--- src/ovfm_defines.svh ---
`ifndef OVFM_DEFINES_SVH
`define OVFM_DEFINES_SVH

// Command codes of the threshold and reaction registers
`define OVFM_CODE_OV_WARN    8'h42
`define OVFM_CODE_UV_WARN    8'h43
`define OVFM_CODE_UV_FAULT   8'h44
`define OVFM_CODE_UV_REACT   8'h45

// Reaction byte field positions
`define OVFM_RESP_HI         7
`define OVFM_RESP_LO         6
`define OVFM_RETRY_HI        5
`define OVFM_RETRY_LO        3
`define OVFM_DELAY_HI        2
`define OVFM_DELAY_LO        0

// Retry field codes
`define OVFM_RETRY_NEVER     3'h0
`define OVFM_RETRY_ENDLESS   3'h7

// Reset values
`define OVFM_RST_OV_WARN     16'hffff
`define OVFM_RST_UV_WARN     16'h0000
`define OVFM_RST_UV_FAULT    16'h0000
`define OVFM_RST_UV_REACT    8'h00

`endif

--- src/ovfm_pkg.sv ---
package ovfm_pkg;

  typedef enum logic [1:0] {
    OVFM_RESP_IGNORE,
    OVFM_RESP_DEGLITCH,
    OVFM_RESP_DISABLE,
    OVFM_RESP_HOLD
  } ovfm_resp_t;

  typedef enum logic [2:0] {
    ST_RUN,
    ST_DEGLITCH,
    ST_OFF_WAIT,
    ST_RESTART,
    ST_HOLD_OFF,
    ST_LATCHED
  } ovfm_state_t;

  // One register access from the command decoder
  typedef struct packed {
    logic        stb;
    logic [7:0]  code;
    logic [15:0] data;
  } ovfm_acc_t;

  // Fault clear sources
  typedef struct packed {
    logic status_bit;
    logic clear_faults;
  } ovfm_clr_t;

endpackage : ovfm_pkg

--- src/ovfm_monitor.sv ---
`timescale 1ns/100ps
`include "ovfm_defines.svh"
module ovfm_monitor
  import ovfm_pkg::*;
(
  input  wire logic        I_CLK,
  input  wire logic        I_RESET_N,
  input  wire ovfm_acc_t   I_WR,
  input  wire ovfm_acc_t   I_RD,
  input  wire ovfm_clr_t   I_CLR,
  input  wire logic        I_OUTPUT_CMD_ON,
  input  wire logic        I_UNIT_TICK,
  input  wire logic [15:0] I_VOUT,
  output logic [15:0]      O_RD_DATA,
  output logic             O_RD_VALID,
  output logic             O_OUTPUT_EN,
  output logic             O_OV_WARN,
  output logic             O_UV_WARN,
  output logic             O_UV_FAULT
);

  logic [15:0] ov_warn_reg;
  logic [15:0] uv_warn_reg;
  logic [15:0] uv_fault_reg;
  logic [7:0]  react_reg;
  ovfm_state_t state_reg;
  ovfm_state_t state_next;
  logic [2:0]  tries_reg;
  logic [2:0]  tries_next;
  logic        cmd_on_reg;
  logic        uv_cond;
  logic        cmd_rise;
  logic        clear_evt;
  logic        timer_run;
  logic        timer_done;
  ovfm_resp_t  resp;
  logic [2:0]  retry_set;
  logic        exhausted;

  assign resp      = ovfm_resp_t'(react_reg[`OVFM_RESP_HI:`OVFM_RESP_LO]);
  assign retry_set = react_reg[`OVFM_RETRY_HI:`OVFM_RETRY_LO];
  assign uv_cond   = I_VOUT < uv_fault_reg;
  assign cmd_rise  = I_OUTPUT_CMD_ON && !cmd_on_reg;
  assign clear_evt = I_CLR.status_bit || I_CLR.clear_faults || cmd_rise;
  assign timer_run = (state_reg == ST_DEGLITCH) ||
                     (state_reg == ST_OFF_WAIT) ||
                     (state_reg == ST_RESTART);
  assign exhausted = (retry_set != `OVFM_RETRY_ENDLESS) &&
                     (tries_reg >= retry_set);

  // Threshold and reaction registers, written by command code
  always_ff @(posedge I_CLK) begin
    if (!I_RESET_N) begin
      ov_warn_reg  <= `OVFM_RST_OV_WARN;
      uv_warn_reg  <= `OVFM_RST_UV_WARN;
      uv_fault_reg <= `OVFM_RST_UV_FAULT;
      react_reg    <= `OVFM_RST_UV_REACT;
    end else if (I_WR.stb) begin
      case (I_WR.code)
        `OVFM_CODE_OV_WARN:  ov_warn_reg  <= I_WR.data;
        `OVFM_CODE_UV_WARN:  uv_warn_reg  <= I_WR.data;
        `OVFM_CODE_UV_FAULT: uv_fault_reg <= I_WR.data;
        `OVFM_CODE_UV_REACT: react_reg    <= I_WR.data[7:0];
        default:             ;
      endcase
    end
  end

  // Read port; unknown codes answer zero
  always_ff @(posedge I_CLK) begin
    if (!I_RESET_N) begin
      O_RD_DATA  <= 16'h0000;
      O_RD_VALID <= 1'b0;
    end else begin
      O_RD_VALID <= I_RD.stb;
      if (I_RD.stb) begin
        case (I_RD.code)
          `OVFM_CODE_OV_WARN:  O_RD_DATA <= ov_warn_reg;
          `OVFM_CODE_UV_WARN:  O_RD_DATA <= uv_warn_reg;
          `OVFM_CODE_UV_FAULT: O_RD_DATA <= uv_fault_reg;
          `OVFM_CODE_UV_REACT: O_RD_DATA <= {8'h00, react_reg};
          default:             O_RD_DATA <= 16'h0000;
        endcase
      end
    end
  end

  // Pin level samples; warnings follow the voltage, not latched
  always_ff @(posedge I_CLK) begin
    if (!I_RESET_N) begin
      O_OV_WARN  <= 1'b0;
      O_UV_WARN  <= 1'b0;
      cmd_on_reg <= 1'b0;
    end else begin
      O_OV_WARN  <= I_VOUT > ov_warn_reg;
      O_UV_WARN  <= I_VOUT < uv_warn_reg;
      cmd_on_reg <= I_OUTPUT_CMD_ON;
    end
  end

  // Sticky fault status; a new fault wins over a clear
  always_ff @(posedge I_CLK) begin
    if (!I_RESET_N) begin
      O_UV_FAULT <= 1'b0;
    end else if (uv_cond) begin
      O_UV_FAULT <= 1'b1;
    end else if (clear_evt) begin
      O_UV_FAULT <= 1'b0;
    end
  end

  ovfm_delay_timer u_delay (
    .i_clk     (I_CLK),
    .i_reset_n (I_RESET_N),
    .i_run     (timer_run),
    .i_tick    (I_UNIT_TICK),
    .i_exp     (react_reg[`OVFM_DELAY_HI:`OVFM_DELAY_LO]),
    .o_done    (timer_done)
  );

  // Reaction sequencer
  always_comb begin
    state_next = state_reg;
    tries_next = tries_reg;
    if (!I_OUTPUT_CMD_ON) begin
      // Commanded off ends any retry sequence
      state_next = ST_RUN;
      tries_next = 3'h0;
    end else begin
      case (state_reg)
        ST_RUN: begin
          if (uv_cond) begin
            case (resp)
              OVFM_RESP_IGNORE:   state_next = ST_RUN;
              OVFM_RESP_DEGLITCH: state_next = ST_DEGLITCH;
              OVFM_RESP_DISABLE:  state_next =
                (retry_set == `OVFM_RETRY_NEVER) ?
                ST_LATCHED : ST_OFF_WAIT;
              default:            state_next = ST_HOLD_OFF;
            endcase
          end
        end
        ST_DEGLITCH: begin
          if (!uv_cond) begin
            state_next = ST_RUN;
          end else if (timer_done) begin
            state_next = (retry_set == `OVFM_RETRY_NEVER) ?
                         ST_LATCHED : ST_OFF_WAIT;
          end
        end
        ST_OFF_WAIT: begin
          if (timer_done) begin
            state_next = ST_RESTART;
            if (retry_set != `OVFM_RETRY_ENDLESS) begin
              tries_next = 3'(tries_reg + 3'h1);
            end
          end
        end
        ST_RESTART: begin
          if (timer_done) begin
            if (!uv_cond) begin
              state_next = ST_RUN;
              tries_next = 3'h0;
            end else if (exhausted) begin
              state_next = ST_LATCHED;
            end else begin
              state_next = ST_OFF_WAIT;
            end
          end
        end
        ST_HOLD_OFF: begin
          if (!uv_cond) begin
            state_next = ST_RUN;
          end
        end
        ST_LATCHED: begin
          if (clear_evt) begin
            state_next = ST_RUN;
            tries_next = 3'h0;
          end
        end
        default: begin
          state_next = ST_RUN;
          tries_next = 3'h0;
        end
      endcase
    end
  end

  always_ff @(posedge I_CLK) begin
    if (!I_RESET_N) begin
      state_reg <= ST_RUN;
      tries_reg <= 3'h0;
    end else begin
      state_reg <= state_next;
      tries_reg <= tries_next;
    end
  end

  // Output enable from the next state so it acts in the same edge
  always_ff @(posedge I_CLK) begin
    if (!I_RESET_N) begin
      O_OUTPUT_EN <= 1'b0;
    end else begin
      O_OUTPUT_EN <= I_OUTPUT_CMD_ON &&
                     ((state_next == ST_RUN) ||
                      (state_next == ST_DEGLITCH) ||
                      (state_next == ST_RESTART));
    end
  end

  property p_ov_warn;
    @(posedge I_CLK) disable iff (!I_RESET_N)
      I_VOUT > ov_warn_reg |=> O_OV_WARN;
  endproperty
  a_ov_warn: assert property (p_ov_warn)
    else $error("Overvoltage warning missed");
  property p_uv_warn;
    @(posedge I_CLK) disable iff (!I_RESET_N)
      I_VOUT >= uv_warn_reg |=> !O_UV_WARN;
  endproperty
  a_uv_warn: assert property (p_uv_warn)
    else $error("Undervoltage warning without cause");
  property p_fault_sticky;
    @(posedge I_CLK) disable iff (!I_RESET_N)
      uv_cond |=> O_UV_FAULT ##1 (O_UV_FAULT || $past(clear_evt));
  endproperty
  a_fault_sticky: assert property (p_fault_sticky)
    else $error("Fault status not held");
  property p_ignore;
    @(posedge I_CLK) disable iff (!I_RESET_N)
      state_reg == ST_RUN && resp == OVFM_RESP_IGNORE && uv_cond &&
      I_OUTPUT_CMD_ON |=> O_OUTPUT_EN && state_reg == ST_RUN;
  endproperty
  a_ignore: assert property (p_ignore)
    else $error("Ignored fault interrupted output");
  property p_deglitch;
    @(posedge I_CLK) disable iff (!I_RESET_N)
      state_reg == ST_RUN && resp == OVFM_RESP_DEGLITCH && uv_cond &&
      I_OUTPUT_CMD_ON |=> state_reg == ST_DEGLITCH && O_OUTPUT_EN;
  endproperty
  a_deglitch: assert property (p_deglitch)
    else $error("Delayed reaction did not keep running");
  property p_disable;
    @(posedge I_CLK) disable iff (!I_RESET_N)
      state_reg == ST_RUN && resp == OVFM_RESP_DISABLE && uv_cond &&
      I_OUTPUT_CMD_ON |=> !O_OUTPUT_EN;
  endproperty
  a_disable: assert property (p_disable)
    else $error("Output not disabled at once");
  property p_hold;
    @(posedge I_CLK) disable iff (!I_RESET_N)
      state_reg == ST_HOLD_OFF && I_OUTPUT_CMD_ON && !uv_cond
      |=> state_reg == ST_RUN && O_OUTPUT_EN;
  endproperty
  a_hold: assert property (p_hold)
    else $error("Output not resumed after fault went");
  property p_clear;
    @(posedge I_CLK) disable iff (!I_RESET_N)
      state_reg == ST_LATCHED && clear_evt && I_OUTPUT_CMD_ON
      |=> state_reg == ST_RUN;
  endproperty
  a_clear: assert property (p_clear)
    else $error("Latched fault not cleared");
  property p_never;
    @(posedge I_CLK) disable iff (!I_RESET_N)
      state_reg == ST_RUN && resp == OVFM_RESP_DISABLE && uv_cond &&
      I_OUTPUT_CMD_ON && retry_set == `OVFM_RETRY_NEVER
      |=> state_reg == ST_LATCHED;
  endproperty
  a_never: assert property (p_never)
    else $error("Restart tried with retries off");
  property p_latched_off;
    @(posedge I_CLK) disable iff (!I_RESET_N)
      state_reg == ST_LATCHED && !clear_evt |=> !O_OUTPUT_EN;
  endproperty
  a_latched_off: assert property (p_latched_off)
    else $error("Output on while latched off");

endmodule : ovfm_monitor

--- src/ovfm_delay_timer.sv ---
`timescale 1ns/100ps
`include "ovfm_defines.svh"
module ovfm_delay_timer
  import ovfm_pkg::*;
(
  input  wire logic       i_clk,
  input  wire logic       i_reset_n,
  input  wire logic       i_run,
  input  wire logic       i_tick,
  input  wire logic [2:0] i_exp,
  output logic            o_done
);

  logic [6:0] count_reg;
  logic [6:0] last_w;

  // Two to the power of the field, minus one
  assign last_w = 7'(({7'h00, 1'b1} << i_exp) - 8'h01);

  always_ff @(posedge i_clk) begin
    if (!i_reset_n || !i_run) begin
      count_reg <= 7'h00;
      o_done    <= 1'b0;
    end else if (i_tick) begin
      // Greater-or-equal, so a field shrunk mid-count cannot run away
      if (count_reg >= last_w) begin
        count_reg <= 7'h00;
        o_done    <= 1'b1;
      end else begin
        count_reg <= 7'(count_reg + 7'h01);
        o_done    <= 1'b0;
      end
    end else begin
      o_done <= 1'b0;
    end
  end

  property p_done_after_tick;
    @(posedge i_clk) disable iff (!i_reset_n)
      o_done |-> $past(i_tick) && $past(i_run);
  endproperty
  a_done_after_tick: assert property (p_done_after_tick)
    else $error("Delay done without a unit tick");

  property p_count_bound;
    @(posedge i_clk) disable iff (!i_reset_n)
      i_run && count_reg <= last_w |=>
        !$stable(i_exp) || count_reg <= last_w;
  endproperty
  a_count_bound: assert property (p_count_bound)
    else $error("Delay count beyond two to the field");

endmodule : ovfm_delay_timer

--- config.mk ---
export PLATFORM = sky130hd
export DESIGN_NAME = ovfm_monitor
export DESIGN_NICKNAME = d
export VERILOG_FILES = /design/src/ovfm_pkg.sv /design/src/ovfm_monitor.sv /design/src/ovfm_delay_timer.sv
export VERILOG_INCLUDE_DIRS = /design/src
export SDC_FILE = /design/constraint.sdc
export NUM_CORES = 1
export LEC_CHECK = 0
export ABC_AREA = 1
export BUFFER_PORTS_ARGS = -buffer_cell sky130_fd_sc_hd__buf_2
export CAP_MARGIN = 20
export CELL_PAD_IN_SITES_DETAIL_PLACEMENT = 1
export CELL_PAD_IN_SITES_GLOBAL_PLACEMENT = 1
export CORE_AREA = 8 8 126 128
export DETAILED_ROUTE_END_ITERATION = 7
export DIE_AREA = 0 0 134 136
export PLACE_DENSITY = 0.82
export SLEW_MARGIN = 40
export SYNTH_ARGS = -nofsm -noshare
export SYNTH_HDL_FRONTEND = slang
export SYNTH_SLANG_ARGS = --single-unit
--- constraint.sdc ---
create_clock -name I_CLK -period 4.16 [get_ports I_CLK]
set_input_delay 0.208 -clock I_CLK [delete_from_list [all_inputs] [get_ports I_CLK]]
set_output_delay 0.208 -clock I_CLK [all_outputs]
set_load 0.005 [all_outputs]
==> results by group <==
Cells and area
  • Fillers: 1,804
  • Finished Layout Cells: 948
  • Share of layout cells above drive strength 1: 20.7%
  • FF/Latch Area: 1840 µm²
  • Multi-input logic area: 3030 µm²
  • Most frequent cells in the layout: dfxtp_1, nand2_1, inv_1, a21oi_1, buf_2
  • Synth-to-Final Area Change: 14.4%
  • # nets final: 888

Worst setup path
  • Crit Path Max Fanout: 6
  • WP data required: 4.38 ns
  • Critical path class: register to register
  • CP Launch Type: register
  • Largest stage delay on the critical path: 0.54 ns
  • WP buf/inv: 1
  • Crit path max-delay family: compound AO/OA/AOI/OAI gates
  • Element type at the critical path end: register
  • Crit path arrival time: 2.37 ns
  • CP max-delay cell: o21ai_0
  • Cell Chain, Critical Path: a21oi_1 -> ha_1 -> nand2_1 -> o21ai_0 -> nand4_1 -> nand3_1 -> inv_1 -> o21ai_0 -> nor2_1
  • Critical path's most frequent cell: o21ai_0

Clocking
  • Skew-Pair Late Insertion Delay: 0.35 ns
  • H-tree depth: 3
  • Max Root-Sink Buffers: 2
  • Post-CTS Hold Buffers: 0
  • Post-cts gate resize count: 0
  • Root Driver: clkbuf_16
  • Clock sinks: 92
  • Post-CTS Setup Bufs: 0
  • CTS tree: built
  • Total CTS buffers: 9
  • Clk slew on worst S/H paths: 0.07 ns

Power
  • Final Power: 1.85 mW
  • Pwr/cell area: 299 nW/µm²
  • VDD IR max: 0.192 mV
  • LEAKAGE: 2.64 nW

Route
  • Initial drt markers: 175
  • Routed Antenna Nets: 0
  • Number of remaining DRC errors: 0
  • Final wirelength: 15,300 µm
  • Avg WL per Cell: 16.1 µm
  • TritonRoute pass-1 iters: 5
  • Vias per std cell: 5.21
  • DR vias: 4,937

Floorplan
  • Core Area: 14,000 µm²
  • I/O pin cnt: 93
  • Starting Density: 38.4%
  • Full die area: 18,200 µm²
  • Die Y: 136 µm
  • Die Wd: 134 µm
  • Row count: 44

Timing
  • Final Hold Viols: 0
  • Clk_skew: 0.00600 ns
  • Actual slew at the worst max-slew pin: 0.794 ns
  • Setup slack after layout: 2.01 ns
  • Unrepaired setup endpoints after global routing: no
  • Slew margin rel.: 47.0%
  • Final number of setup-violating endpoints: 0
  • F_max: 465 MHz
  • Tmin final: 2.15 ns
  • Fin crit share: 51.7%
  • Max Slew Vio Count: 0
  • Setup tns final: 0 ns

Synth
  • Syn Area/Cell: 7.80 µm²
  • Register area share after synthesis: 34.1%
  • Yosys warnings: 0
  • Post-Syn Area: 5400 µm²
  • Synth unique cells: 42
  • FFs w/ async S/R, synth: 0%
  • Synth Register Bits: 92
  • Syn nets: 822
  • Synth Flop Type: dfxtp_1
  • Mapped Cells: 692
  • Post-synth EDFFs: 0

Global route
  • Gr usage total: 17.4%
  • First-pass GRT wire length: 25,500 µm
  • Initial antenna violation count: 1
  • Largest net degree at the start of global routing: 59
  • Vias in the first global route: 5,141
  • Grt total ovfl: 0

Place
  • Placed cells: 931
  • HPWL Detailed: 11,600 µm
  • Number of I/O port buffers: 76
  • Routability cong.: 0.838
  • DP Worst Slack: 1.94 ns

Run
  • # Max-Cap Violations: 0

Outcome
  • Status: complete, no violations

Min path
  • HP Class: input pin to register
layer usage:
layer | track usage [%] | up-vias | wire (µm)
li1 | - | 2492 | -
met1 | 21.2 | 2336 | 6880
met2 | 29.9 | 88 | 7360
met3 | 3.14 | 21 | 755
met4 | 7.17 | 0 | 311
met5 | 0 | - | 0
power breakdown:
group	switching (mW)	leakage [nW]	internal, mW	total (mW)
clock network	0.359	0.134	0.438	0.797
logic	0.105	1.76	0.0599	0.164
registers	0.00246	0.743	0.885	0.888
total	0.466	2.64	1.38	1.85
cells by family (layout without fill, tap and decap cells):
logic type / after synthesis / in the layout / share of synthesized area [%]
AOI/OAI and AO/OA: 215 / 215 / 24.3
xor gates and xnor gates: 5 / 5 / 0.811
adders and majority gates: 58 / 58 / 13.4
buffers and inverters: 125 / 196 / 9.92
DFF: 92 / 92 / 34.1
other: 0 / 1 / 0
and+or+nand+nor: 197 / 197 / 17.4
final cells by class:
type,instances,area share (%)
Timing Repair Buffer,80,6.65
Sequential cell,92,29.8
Tap cell,184,3.73
Clock buffer,11,4.09
Antenna cell,1,0.0405
Inverter,100,6.08
Clock inverter,5,0.588
Multi-Input combinational cell,475,49.0
worst paths after layout:
| path | startpoint | to | cells past startpoint | slack, ns |
|---|---|---|---|---|
| worst max-delay path | react_reg[1] | u_delay.count_reg[3] | 9 | 2.01 |
| worst min-delay path | I_WR[13] | ov_warn_reg[13] | 3 | 0.09 |
| worst max register to register | react_reg[1] | u_delay.count_reg[3] | 9 | 2.01 |
| worst min register to register | O_RD_DATA[13] | O_RD_DATA[13] | 2 | 0.46 |
synthesized netlist by cell type, types with 8 or more instances:
cell type / count / area share, %
a21oi_2: 8 / 1.3
o21ai_0: 44 / 4.1
clkbuf_1: 10 / 0.70
ha_1: 58 / 13
nand2_1: 92 / 6.4
nor3_1: 12 / 1.1
dfxtp_1: 92 / 34
inv_2: 9 / 0.63
o22ai_1: 24 / 2.8
inv_1: 91 / 6.3
o21ai_1: 18 / 1.7
nor2_1: 40 / 2.8
o211ai_2: 14 / 3.2
buf_6: 8 / 1.7
nand3_1: 22 / 2.0
a21oi_1: 83 / 7.7
worst reg2reg max path, delay by kind of cell (launching register included):
kind | cells | cell delay, ns
AND/OR/NAND/NOR | 4 | 0.36
flip-flops | 1 | 0.44
adder cells (fa/ha/maj) | 1 | 0.33
AO/OA/AOI/OAI | 3 | 0.83
buffers and inverters | 1 | 0.07
metrics by stage:
stage / hold WS, ns / util, % / instance area [µm²]
after floorplan: 0.317 / - / 5400
after global placement: 0.443 / 41.9 / 5880
after detailed placement: 0.449 / 41.9 / 5880
after CTS: 0.0831 / 43.9 / 6170
final: 0.0853 / 44.0 / 6180
after global routing: 0.0888 / 44.0 / 6180
No activity file was read; power rests on OpenSTA's default activity.
